File: src/rtl/lcd_ladder_pkg.sv
// constants and types shared by the pixel map and ladder control design
package lcd_ladder_pkg;
   // register indices (byte address is four times the index)
   localparam logic [7:0] IDX_PIXEL_BASE = 8'h00;
   localparam logic [7:0] IDX_LADDER = 8'h20;
   localparam logic [7:0] IDX_CONTROL = 8'h21;
   localparam logic [7:0] IDX_STATUS = 8'h22;
   localparam logic [7:0] IDX_IRQ_MASK = 8'h23;
   localparam int PIXEL_WORDS = 32;
   localparam int WORD_BITS = 16;
   localparam int WORDS_PER_COMMON = 4;
   localparam int COMMONS = 8;
   // reference ladder control field positions
   localparam int IRE_BIT = 15;
   localparam int CST_HI = 13;
   localparam int CST_LO = 11;
   localparam int BIAS3_BIT = 10;
   localparam int BIAS2_BIT = 9;
   localparam int BIAS1_BIT = 8;
   localparam int APWR_HI = 7;
   localparam int APWR_LO = 6;
   localparam int BPWR_HI = 5;
   localparam int BPWR_LO = 4;
   localparam int ALEN_HI = 2;
   localparam int ALEN_LO = 0;
   localparam logic [15:0] LADDER_WMASK = 16'hBFF7;
   localparam logic [15:0] LADDER_RESET = 16'h0000;
   // control register: bits 2:0 commons select, bit 7 waveform type
   localparam int CSEL_HI = 2;
   localparam int CSEL_LO = 0;
   localparam int WFT_BIT = 7;
   // status/interrupt bit positions
   localparam int ST_WFAIL = 0;
   localparam int ST_PERIOD = 1;
   localparam int ST_BITS = 2;
   // ladder period lengths in LCD clocks
   localparam logic [5:0] PERIOD_TYPE_A = 6'h10;
   localparam logic [5:0] PERIOD_TYPE_B = 6'h20;
   typedef enum logic [1:0] {
      PWR_OFF = 2'b00,
      PWR_LOW = 2'b01,
      PWR_MED = 2'b10,
      PWR_HIGH = 2'b11
   } power_t;
endpackage : lcd_ladder_pkg

File: src/rtl/pixel_mem_if.sv
// write and read port bundle between the top and the pixel memory
`timescale 1ns/1ps
interface pixel_mem_if;
   logic wr_en;
   logic [4:0] wr_addr;
   logic [15:0] wr_data;
   logic [4:0] rd_addr;
   logic [15:0] rd_data;
   modport owner (output wr_en, output wr_addr, output wr_data, output rd_addr,
      input rd_data);
   modport mem (input wr_en, input wr_addr, input wr_data, input rd_addr,
      output rd_data);
endinterface : pixel_mem_if

File: src/rtl/pixel_mem.sv
// pixel data word memory, 32 words of 16 bits, registered read
`timescale 1ns/1ps
module pixel_mem
   import lcd_ladder_pkg::*;
(
   input wire logic clk_in,
   input wire logic rstn_in,
   pixel_mem_if.mem port,
   output logic [PIXEL_WORDS*WORD_BITS-1:0] all_out
);
   typedef struct packed {
      logic [PIXEL_WORDS-1:0][WORD_BITS-1:0] word;
      logic [WORD_BITS-1:0] rd;
   } mem_state_t;
   mem_state_t s_q, s_d;

   // store writes, register the addressed word for the bus read
   always_comb begin
      s_d = s_q;
      if (port.wr_en) begin
         s_d.word[port.wr_addr] = port.wr_data;
      end
      s_d.rd = s_q.word[port.rd_addr];
   end

   always_ff @(posedge clk_in) begin
      if (!rstn_in) begin
         s_q <= '0;
      end else begin
         s_q <= s_d;
      end
   end

   assign port.rd_data = s_q.rd;
   assign all_out = s_q.word;
endmodule : pixel_mem

File: src/rtl/lcd_ladder_ctrl.sv
// pixel map, reference ladder control and interval sequencer of the lcd driver
`timescale 1ns/1ps
module lcd_ladder_ctrl
   import lcd_ladder_pkg::*;
(
   input wire logic SYS_CLK_IN,
   input wire logic RSTN_IN,
   input wire logic LCD_TICK_IN,
   input wire logic WRITE_ALLOW_IN,
   input wire logic [7:0] ADDR_IN,
   input wire logic [15:0] WDATA_IN,
   input wire logic WR_IN,
   input wire logic RD_IN,
   output logic [15:0] RDATA_OUT,
   output logic [PIXEL_WORDS*WORD_BITS-1:0] PIXEL_OUT,
   output logic REF_ENABLE_OUT,
   output logic [2:0] CONTRAST_OUT,
   output logic [2:0] BIAS_PIN_ROUTE_OUT,
   output logic [1:0] LADDER_POWER_OUT,
   output logic INTERVAL_A_OUT,
   output logic WAVEFORM_TYPE_OUT,
   output logic [2:0] COMMONS_SELECT_OUT,
   output logic IRQ_OUT
);
   typedef struct packed {
      logic [15:0] ladder;
      logic [2:0] csel;
      logic waveform_type;
      logic [ST_BITS-1:0] status;
      logic [ST_BITS-1:0] mask;
      logic [5:0] count;
      logic in_a;
      logic [15:0] rdata;
      logic rd_pix;
   } state_t;
   state_t s_q, s_d;

   pixel_mem_if pm ();
   logic [PIXEL_WORDS*WORD_BITS-1:0] pix_all;
   logic pix_wr, is_pix, pix_fail;
   logic [2:0] alen;
   logic [5:0] period;
   logic [5:0] next_count;
   logic period_end;

   pixel_mem u_mem (
      .clk_in(SYS_CLK_IN),
      .rstn_in(RSTN_IN),
      .port(pm.mem),
      .all_out(pix_all)
   );

   // pixel decode: the low 32 indices are pixel words
   assign is_pix = (ADDR_IN < IDX_PIXEL_BASE + 8'(PIXEL_WORDS));
   assign pix_wr = WR_IN && is_pix && WRITE_ALLOW_IN;
   assign pix_fail = WR_IN && is_pix && !WRITE_ALLOW_IN;
   assign pm.wr_en = pix_wr;
   assign pm.wr_addr = ADDR_IN[4:0];
   assign pm.wr_data = WDATA_IN;
   assign pm.rd_addr = ADDR_IN[4:0];

   // period length from waveform type, interval code from the ladder word
   assign alen = s_q.ladder[ALEN_HI:ALEN_LO];
   assign period = s_q.waveform_type ? PERIOD_TYPE_B : PERIOD_TYPE_A;
   assign period_end = LCD_TICK_IN && (s_q.count >= period - 6'h01);
   assign next_count = period_end ? 6'h00 : s_q.count + 6'h01;

   // next state: registers, interval sequencer, status
   always_comb begin
      s_d = s_q;
      s_d.rd_pix = 1'b0;
      if (WR_IN) begin
         unique case (ADDR_IN)
            IDX_LADDER: s_d.ladder = WDATA_IN & LADDER_WMASK;
            IDX_CONTROL: begin
               s_d.csel = WDATA_IN[CSEL_HI:CSEL_LO];
               s_d.waveform_type = WDATA_IN[WFT_BIT];
            end
            IDX_IRQ_MASK: s_d.mask = WDATA_IN[ST_BITS-1:0];
            default: ;
         endcase
      end
      // read data, with a read of status clearing it
      if (RD_IN) begin
         s_d.rdata = 16'h0000;
         s_d.rd_pix = is_pix;
         unique case (ADDR_IN)
            IDX_LADDER: s_d.rdata = s_q.ladder;
            IDX_CONTROL: s_d.rdata = {8'h00, s_q.waveform_type, 4'h0, s_q.csel};
            IDX_STATUS: begin
               s_d.rdata = {14'h0000, s_q.status};
               s_d.status = '0;
            end
            IDX_IRQ_MASK: s_d.rdata = {14'h0000, s_q.mask};
            default: ;
         endcase
      end
      // interval sequencer advances on the lcd clock enable
      if (LCD_TICK_IN) begin
         s_d.count = next_count;
      end
      // power-A covers counts 0..N-1 of the code about to stand; worked out every cycle
      // so that a new code of zero leaves A at once instead of at the next tick
      s_d.in_a = (s_d.ladder[ALEN_HI:ALEN_LO] != 3'h0)
         && (s_d.count < {3'h0, s_d.ladder[ALEN_HI:ALEN_LO]});
      // events set after any clear so that set wins
      if (pix_fail) begin
         s_d.status[ST_WFAIL] = 1'b1;
      end
      if (period_end) begin
         s_d.status[ST_PERIOD] = 1'b1;
      end
   end

   always_ff @(posedge SYS_CLK_IN) begin
      if (!RSTN_IN) begin
         s_q <= '0;
      end else begin
         s_q <= s_d;
      end
   end

   // pixels of commons outside the multiplex count are masked from the drive
   always_comb begin
      PIXEL_OUT = pix_all;
      for (int w = 0; w < PIXEL_WORDS; w++) begin
         if ((w / WORDS_PER_COMMON) > int'(s_q.csel)) begin
            PIXEL_OUT[w*WORD_BITS +: WORD_BITS] = '0;
         end
      end
   end

   // outputs straight from the ladder and control words, sequencer, read data and status
   assign REF_ENABLE_OUT = s_q.ladder[IRE_BIT];
   assign CONTRAST_OUT = s_q.ladder[CST_HI:CST_LO];
   assign BIAS_PIN_ROUTE_OUT = {s_q.ladder[BIAS3_BIT], s_q.ladder[BIAS2_BIT],
      s_q.ladder[BIAS1_BIT]};
   assign LADDER_POWER_OUT = s_q.in_a ? s_q.ladder[APWR_HI:APWR_LO]
      : s_q.ladder[BPWR_HI:BPWR_LO];
   assign INTERVAL_A_OUT = s_q.in_a;
   assign WAVEFORM_TYPE_OUT = s_q.waveform_type;
   assign COMMONS_SELECT_OUT = s_q.csel;
   assign RDATA_OUT = s_q.rd_pix ? pm.rd_data : s_q.rdata;
   assign IRQ_OUT = |(s_q.status & s_q.mask);
endmodule : lcd_ladder_ctrl

File: config.mk
export PLATFORM = sky130hd
export DESIGN_NAME = lcd_ladder_ctrl
export DESIGN_NICKNAME = d
export VERILOG_FILES = /design/src/rtl/lcd_ladder_pkg.sv /design/src/rtl/pixel_mem_if.sv /design/src/rtl/pixel_mem.sv /design/src/rtl/lcd_ladder_ctrl.sv
export SDC_FILE = /design/constraint.sdc
export NUM_CORES = 2
export LEC_CHECK = 0
export ABC_AREA = 1
export BUFFER_PORTS_ARGS = -buffer_cell sky130_fd_sc_hd__buf_2
export CAP_MARGIN = 20
export CORE_MARGIN = 2
export CORE_UTILIZATION = 31
export DETAILED_ROUTE_END_ITERATION = 8
export PLACE_DENSITY = 0.54
export SETUP_SLACK_MARGIN = 0.2
export SYNTH_ARGS = -nofsm -noshare
export SYNTH_HDL_FRONTEND = slang
export SYNTH_SLANG_ARGS = --single-unit
export TNS_END_PERCENT = 50
File: constraint.sdc
create_clock -name SYS_CLK_IN -period 2.2 [get_ports SYS_CLK_IN]
set_input_delay 0.33 -clock SYS_CLK_IN [delete_from_list [all_inputs] [get_ports SYS_CLK_IN]]
set_output_delay 0.33 -clock SYS_CLK_IN [all_outputs]
set_load 0.005 [all_outputs]
# ---- Word-level counts from Yosys, hierarchy flattened
# Index checks and enable logic that the tools add are counted.
dict set report word_totals {
  register_bits 574
  latch_bits 0
  ramBits 0
  rom_bits 0
  in_bits 30
  output_inout_bits 543
  wordCells 128
  n_memories 0
}
dict set report op_classes {
  n_addsub 2
  n_mul 0
  div 0
  magnitude_cmp 12
  n_eq_ne 4
  shift 0
  muxes 46
  bitwise 1
  n_reduce_logical 19
}
# op n
set ops {}
lappend ops {{bitwise mux 512 bit} 1}
lappend ops {{2-to-1 mux 16 bit} 31}
lappend ops {{binary-select mux 16 bit (select 5 bit)} 1}
lappend ops {{demux 16 bit (select 5 bit)} 1}
lappend ops {{case mux 16 bit (4 select lines)} 1}
lappend ops {{== test 8 x 6 -> 1 bit, second input constant} 4}
lappend ops {{2-to-1 mux 6 bit} 3}
lappend ops {{> comparator 3 bit, first input constant} 4}
lappend ops {{AND reduction 2 bit} 6}
lappend ops {{less-than comparator 8 x 6 -> 1 bit, second input constant} 1}
lappend ops {{nonzero test 2 bit} 4}
lappend ops {{2-to-1 mux 7 bit} 1}
lappend ops {{adder 6 x 1 -> 6 bit, second input constant} 1}
lappend ops {{>= comparator 6 bit} 1}
lappend ops {{> comparator 2 x 3 -> 1 bit, first input constant} 2}
lappend ops {{logical AND 1 bit} 6}
lappend ops {{less-than comparator 5 x 6 -> 1 bit, second input constant} 1}
lappend ops {{less-than comparator 6 x 3 -> 1 bit} 1}
lappend ops {{2-to-1 mux 2 bit} 3}
lappend ops {{subtractor 6 x 1 -> 6 bit, second input constant} 1}
lappend ops {{>= comparator 5 x 1 -> 1 bit, second input constant} 1}
lappend ops {{2-to-1 mux 4 bit} 1}
lappend ops {{> comparator 1 x 3 -> 1 bit, first input constant} 1}
lappend ops {{2-to-1 mux 3 bit} 1}
lappend ops {{other kinds (5)} 6}

# ---- Logic depth before layout (Yosys ltp)
dict set report depth {
  ltp_word 8
  mapped_depth 13
  mapped_depth_nobuf 13
}

# ---- Modules after synthesis
# A second synthesis with hierarchy kept.
dict set report hier_totals {
  hier_cells 4766
  hier_area_um2 29064.1
}
# mod instances cells_per_inst area_each_um2 seq_area_each_um2
set modules_own_cells {}
lappend modules_own_cells {pixel_mem 1 3524 23187.2 10570.1}
lappend modules_own_cells {lcd_ladder_ctrl 1 1242 5876.9 880.8}

# ---- Worst setup path after synthesis
# No wires, ideal clock.
dict set report synth_path {
  kind {register -> output}
  from {register s_q (netlist bit COMMONS_SELECT_OUT[2])}
  to {output port PIXEL_OUT[100]}
  arrival_time_ns 1.446
  required_time_ns 1.870
  slack_ns 0.424
  path_stages_with_launch 5
  n_path_buf 2
  cell_sequence {dfxtp_1 -> clkbuf_1 -> nor3_1 -> clkbuf_1 -> nor2_1}
}
dict set report synth_via {
  elab_chain_len 2
}
# item line
set synth_lines {}
lappend synth_lines {{start, declared} lcd_ladder_ctrl.sv:36} ;# state_t s_q, s_d;
lappend synth_lines {{start signal, assigned} lcd_ladder_ctrl.sv:117} ;# s_q <= '0;
lappend synth_lines {{start signal, assigned} lcd_ladder_ctrl.sv:119} ;# s_q <= s_d;
lappend synth_lines {{> comparator 1 x 3 -> 1 bit} lcd_ladder_ctrl.sv:127} ;# if ((w / WORDS_PER_COMMON) > int'(s_q.csel)) begin
lappend synth_lines {{2-to-1 mux 16 bit} lcd_ladder_ctrl.sv:127}
lappend synth_lines {{end, declared} lcd_ladder_ctrl.sv:15} ;# output logic [PIXEL_WORDS*WORD_BITS-1:0] PIXEL_OUT,
# No other way between the ends.

# ---- Worst setup path in the final report
dict set report layout_path {
  from {register s_q (netlist bit COMMONS_SELECT_OUT[2])}
  to {output port PIXEL_OUT[95]}
}
# Same word-level chain as after synthesis.

==> out/metrics.yaml <==
status: "finished with violations"
violations: "setup timing"
cap_violations: 0
slew_headroom_pct: 57.8
die_width_um: 298
rows: 107
clk_pin_slew_worst_paths_ns: 0.06
crit_chain: "nor3_4 > buf_12 > buf_12 > nor2_1 > buf_2"
p_total_mw: 23.6
dp_hpwl_um: 97000
antenna_found_initial: 6
yosys.area_share.adder_pct: 0.186
fill_cells: 9102
ys_async_sr_fraction_pct: 0
synth_top_area_share_pct: 42.6
synth.avg_cell_area_um2: 6.75
totalWireLength_um: 135000
syn_nets: 4011
critPathArrivalTime_ns: 1.90
cp_num_buf_inv: 3
drive_gt1_share_pct: 22.6
synth_compound_area_share_pct: 26.1
post-route-util_pct: 40.9
ant_nets: 0
hold_viol: 0
grt_pass1_vias: 26100
synthXorXnorAreaFrac_pct: 0.0326
worst_slew_pin_slew_ns: 0.633
synthMuxAreaShare_pct: 0.168
synth-simple-area-share_pct: 16.9
synthTopCellsByArea: "dfxtp_1 43%, a21oi_1 12%, o21ai_0 9.1%"
core_area_um2: 85500
required_ns: 1.87
ys_types: 33
path_common_cell: "buf_12"
nets: 4473
crit_fanout: 7
critPathKind: "flop to primary output"
drcViolationCount: 0
clock-sinks: 572
slew_viol_final: 0
power_density_nw_per_um2: 675
post-place-ws_ns: -0.0187
cts_buffer_depth: 3
port_buffers: 572
yosysWarnings: 0
grt_max_degree: 133
cp-end-kind: "primary output"
io_pins: 573
setup_viol: 5
reg2reg_slack_ns: 0.30
track_usage_pct: 28.7
finalCritPeriodShare_pct: 101
yosys.area.top_type: "dfxtp_1"
synth_area_um2: 26900
rsz0062_at_grt: "true"
cts_max_level: 3
whs_ns: 0.0341
fmax_mhz: 449
hp-class: "primary input to flop"
startpoint_type: "flop"
drtIter0Drc: 3434
clock_latency_ns: 0.63
max-vdd-ir-drop_mv: 0.488
slowest_stage: "dfxtp_4"
cts_root_buf: "clkbuf_16"
setup_slack_ns: -0.0270
synth-seq-cells: 572
grt_pass1_wl_um: 188000
critPathMaxStageDelay_ns: 0.40
wl_per_cell_um: 23.9
initial_core_util_pct: 31.4
die_area_um2: 89000
gr-total-overflow: 0
synth_top_family_by_area: "compound AO/OA/AOI/OAI gates"
path_delay_family: "buffers and inverters"
vias_per_cell: 5.09
fin_crit_ns: 2.23
postSynthCellCount: 3977
cts_tree: "done"
synth_seq_area_share_pct: 42.6
tns_ns: -0.0442
drt-pass1-iter-count: 6
area_growth_pct: 30.3
numCtsBuffers: 68
synth_edf_count: 0
die_h_um: 298
p_leak_nw: 15.0
gp_congestion: 0.896
fin_skew_ns: 0.0373
via_count: 28700
ys.flop_type: "dfxtp_1"
## cell families after synthesis
kind of cell | Yosys count
compound gates | 1322
flops | 572
buf+inv | 908
xor+xnor | 1
simple gates | 1166
fa+ha+maj | 4
mux | 4
## cell usage in the layout (no fill, tap or decap), types with 2 or more instances in the layout
cell type     n
buf_12       64
o21ai_1      27
nand2_2       5
buf_8         6
buf_6        24
clkinv_8      2
a22oi_1      62
nor3_4        6
nand3_1      17
buf_4       114
clkinv_2      8
a211oi_1     58
bufinv_16     7
inv_2        10
ha_1          4
nor2_1      533
nand3_2       2
nor3_2        2
nor2_4       44
clkbuf_1     14
nor3_1        3
o22ai_1      46
buf_2       557
o21ai_0     490
nand2_1     481
clkbuf_8     12
dfxtp_4       4
o21bai_1     10
a21oi_1     625
mux2_2        4
buf_16        9
nor2_2       50
nand4_1      20
inv_1       508
clkbuf_16    74
dfxtp_1     568
clkinvlp_4    4
clkinv_1      3
## final timing paths
kind                               from              to  depth (start not counted)
setup / recovery  COMMONS_SELECT_OUT[2]   PIXEL_OUT[95]                          5
hold / removal           WRITE_ALLOW_IN         s_q[26]                          3
setup reg to reg                s_q[18]  INTERVAL_A_OUT                         12
hold reg to reg                  s_q[8]          s_q[8]                          2
## sequential cells by signal (all words and copies together), names as in the netlist
signal and count:
alen 3, u_mem.port.rd_data 16, COMMONS_SELECT_OUT 3, INTERVAL_A_OUT 1, REF_ENABLE_OUT 1, s_q 29, CONTRAST_OUT 3, BIAS_PIN_ROUTE_OUT 3
u_mem.all_out 512, WAVEFORM_TYPE_OUT 1
## metal layers
metal,share of wire (%),GRT usage (%),up-vias
met5,0.0074,0,-
met2,46,46.9,1305
li1,-,-,13700
met4,3.1,9.45,2
met3,8.0,4.39,176
met1,42,38.8,13500
## power by group
part / internal, mW / leakage [nW] / total, mW / switching, mW
combinational: 0.312 / 9.22 / 1.31 / 0.995
clock: 7.16 / 1.13 / 11.9 / 4.78
sequential: 10.4 / 4.61 / 10.4 / 0.0146
## final cells by class
| type | instances | area [µm²] | share of cell area (%) |
|---|---|---|---|
| multi-input cells | 2497 | 12200 | 34.8 |
| flip-flops and latches | 572 | 11500 | 32.8 |
| repair buffers | 779 | 5650 | 16.1 |
| clock buffers | 97 | 1990 | 5.70 |
| inverters | 521 | 1960 | 5.59 |
| well taps | 1144 | 1430 | 4.09 |
| clock inverters | 22 | 333 | 0.951 |
| diodes | 1 | 2.50 | 0.00715 |
## worst reg2reg max path, delay by kind of cell, from the launching register on
kind / cells / cell delay [ns]
simple gates: 7 / 0.65
flops: 1 / 0.39
fa+ha+maj: 2 / 0.35
compound gates: 2 / 0.28
buf+inv: 1 / 0.15
## cells in the mapped netlist, drive strengths merged (3+ instances only)
library cell / instances
nor2: 627
a21oi: 626
dfxtp: 572
inv: 518
o21ai: 518
nand2: 487
clkbuf: 244
buf: 143
a22oi: 62
a211oi: 58
o22ai: 46
nand4: 20
nand3: 19
nor3: 11
o21bai: 10
ha: 4
mux2: 4
clkinv: 3
## repair_timing
item / 4_1_cts / 5_1_grt
cloned: 7 / 4
hold buffers: 1 / 0
pin swaps: 14 / 1
setup endpoints to repair: 463 / 648
endpoints found under the hold margin: 1 / 0
buffers inserted: 18 / 2
gates resized for setup: 149 / 50
## through the flow
step                cells  instance area (µm²)
floorplan            3977                26900
global placement     5481                31500
detailed placement   5481                31500
CTS                  5626                34700
global route         5633                35000
finish               5633                35000
(Power assumes the default switching activity.)
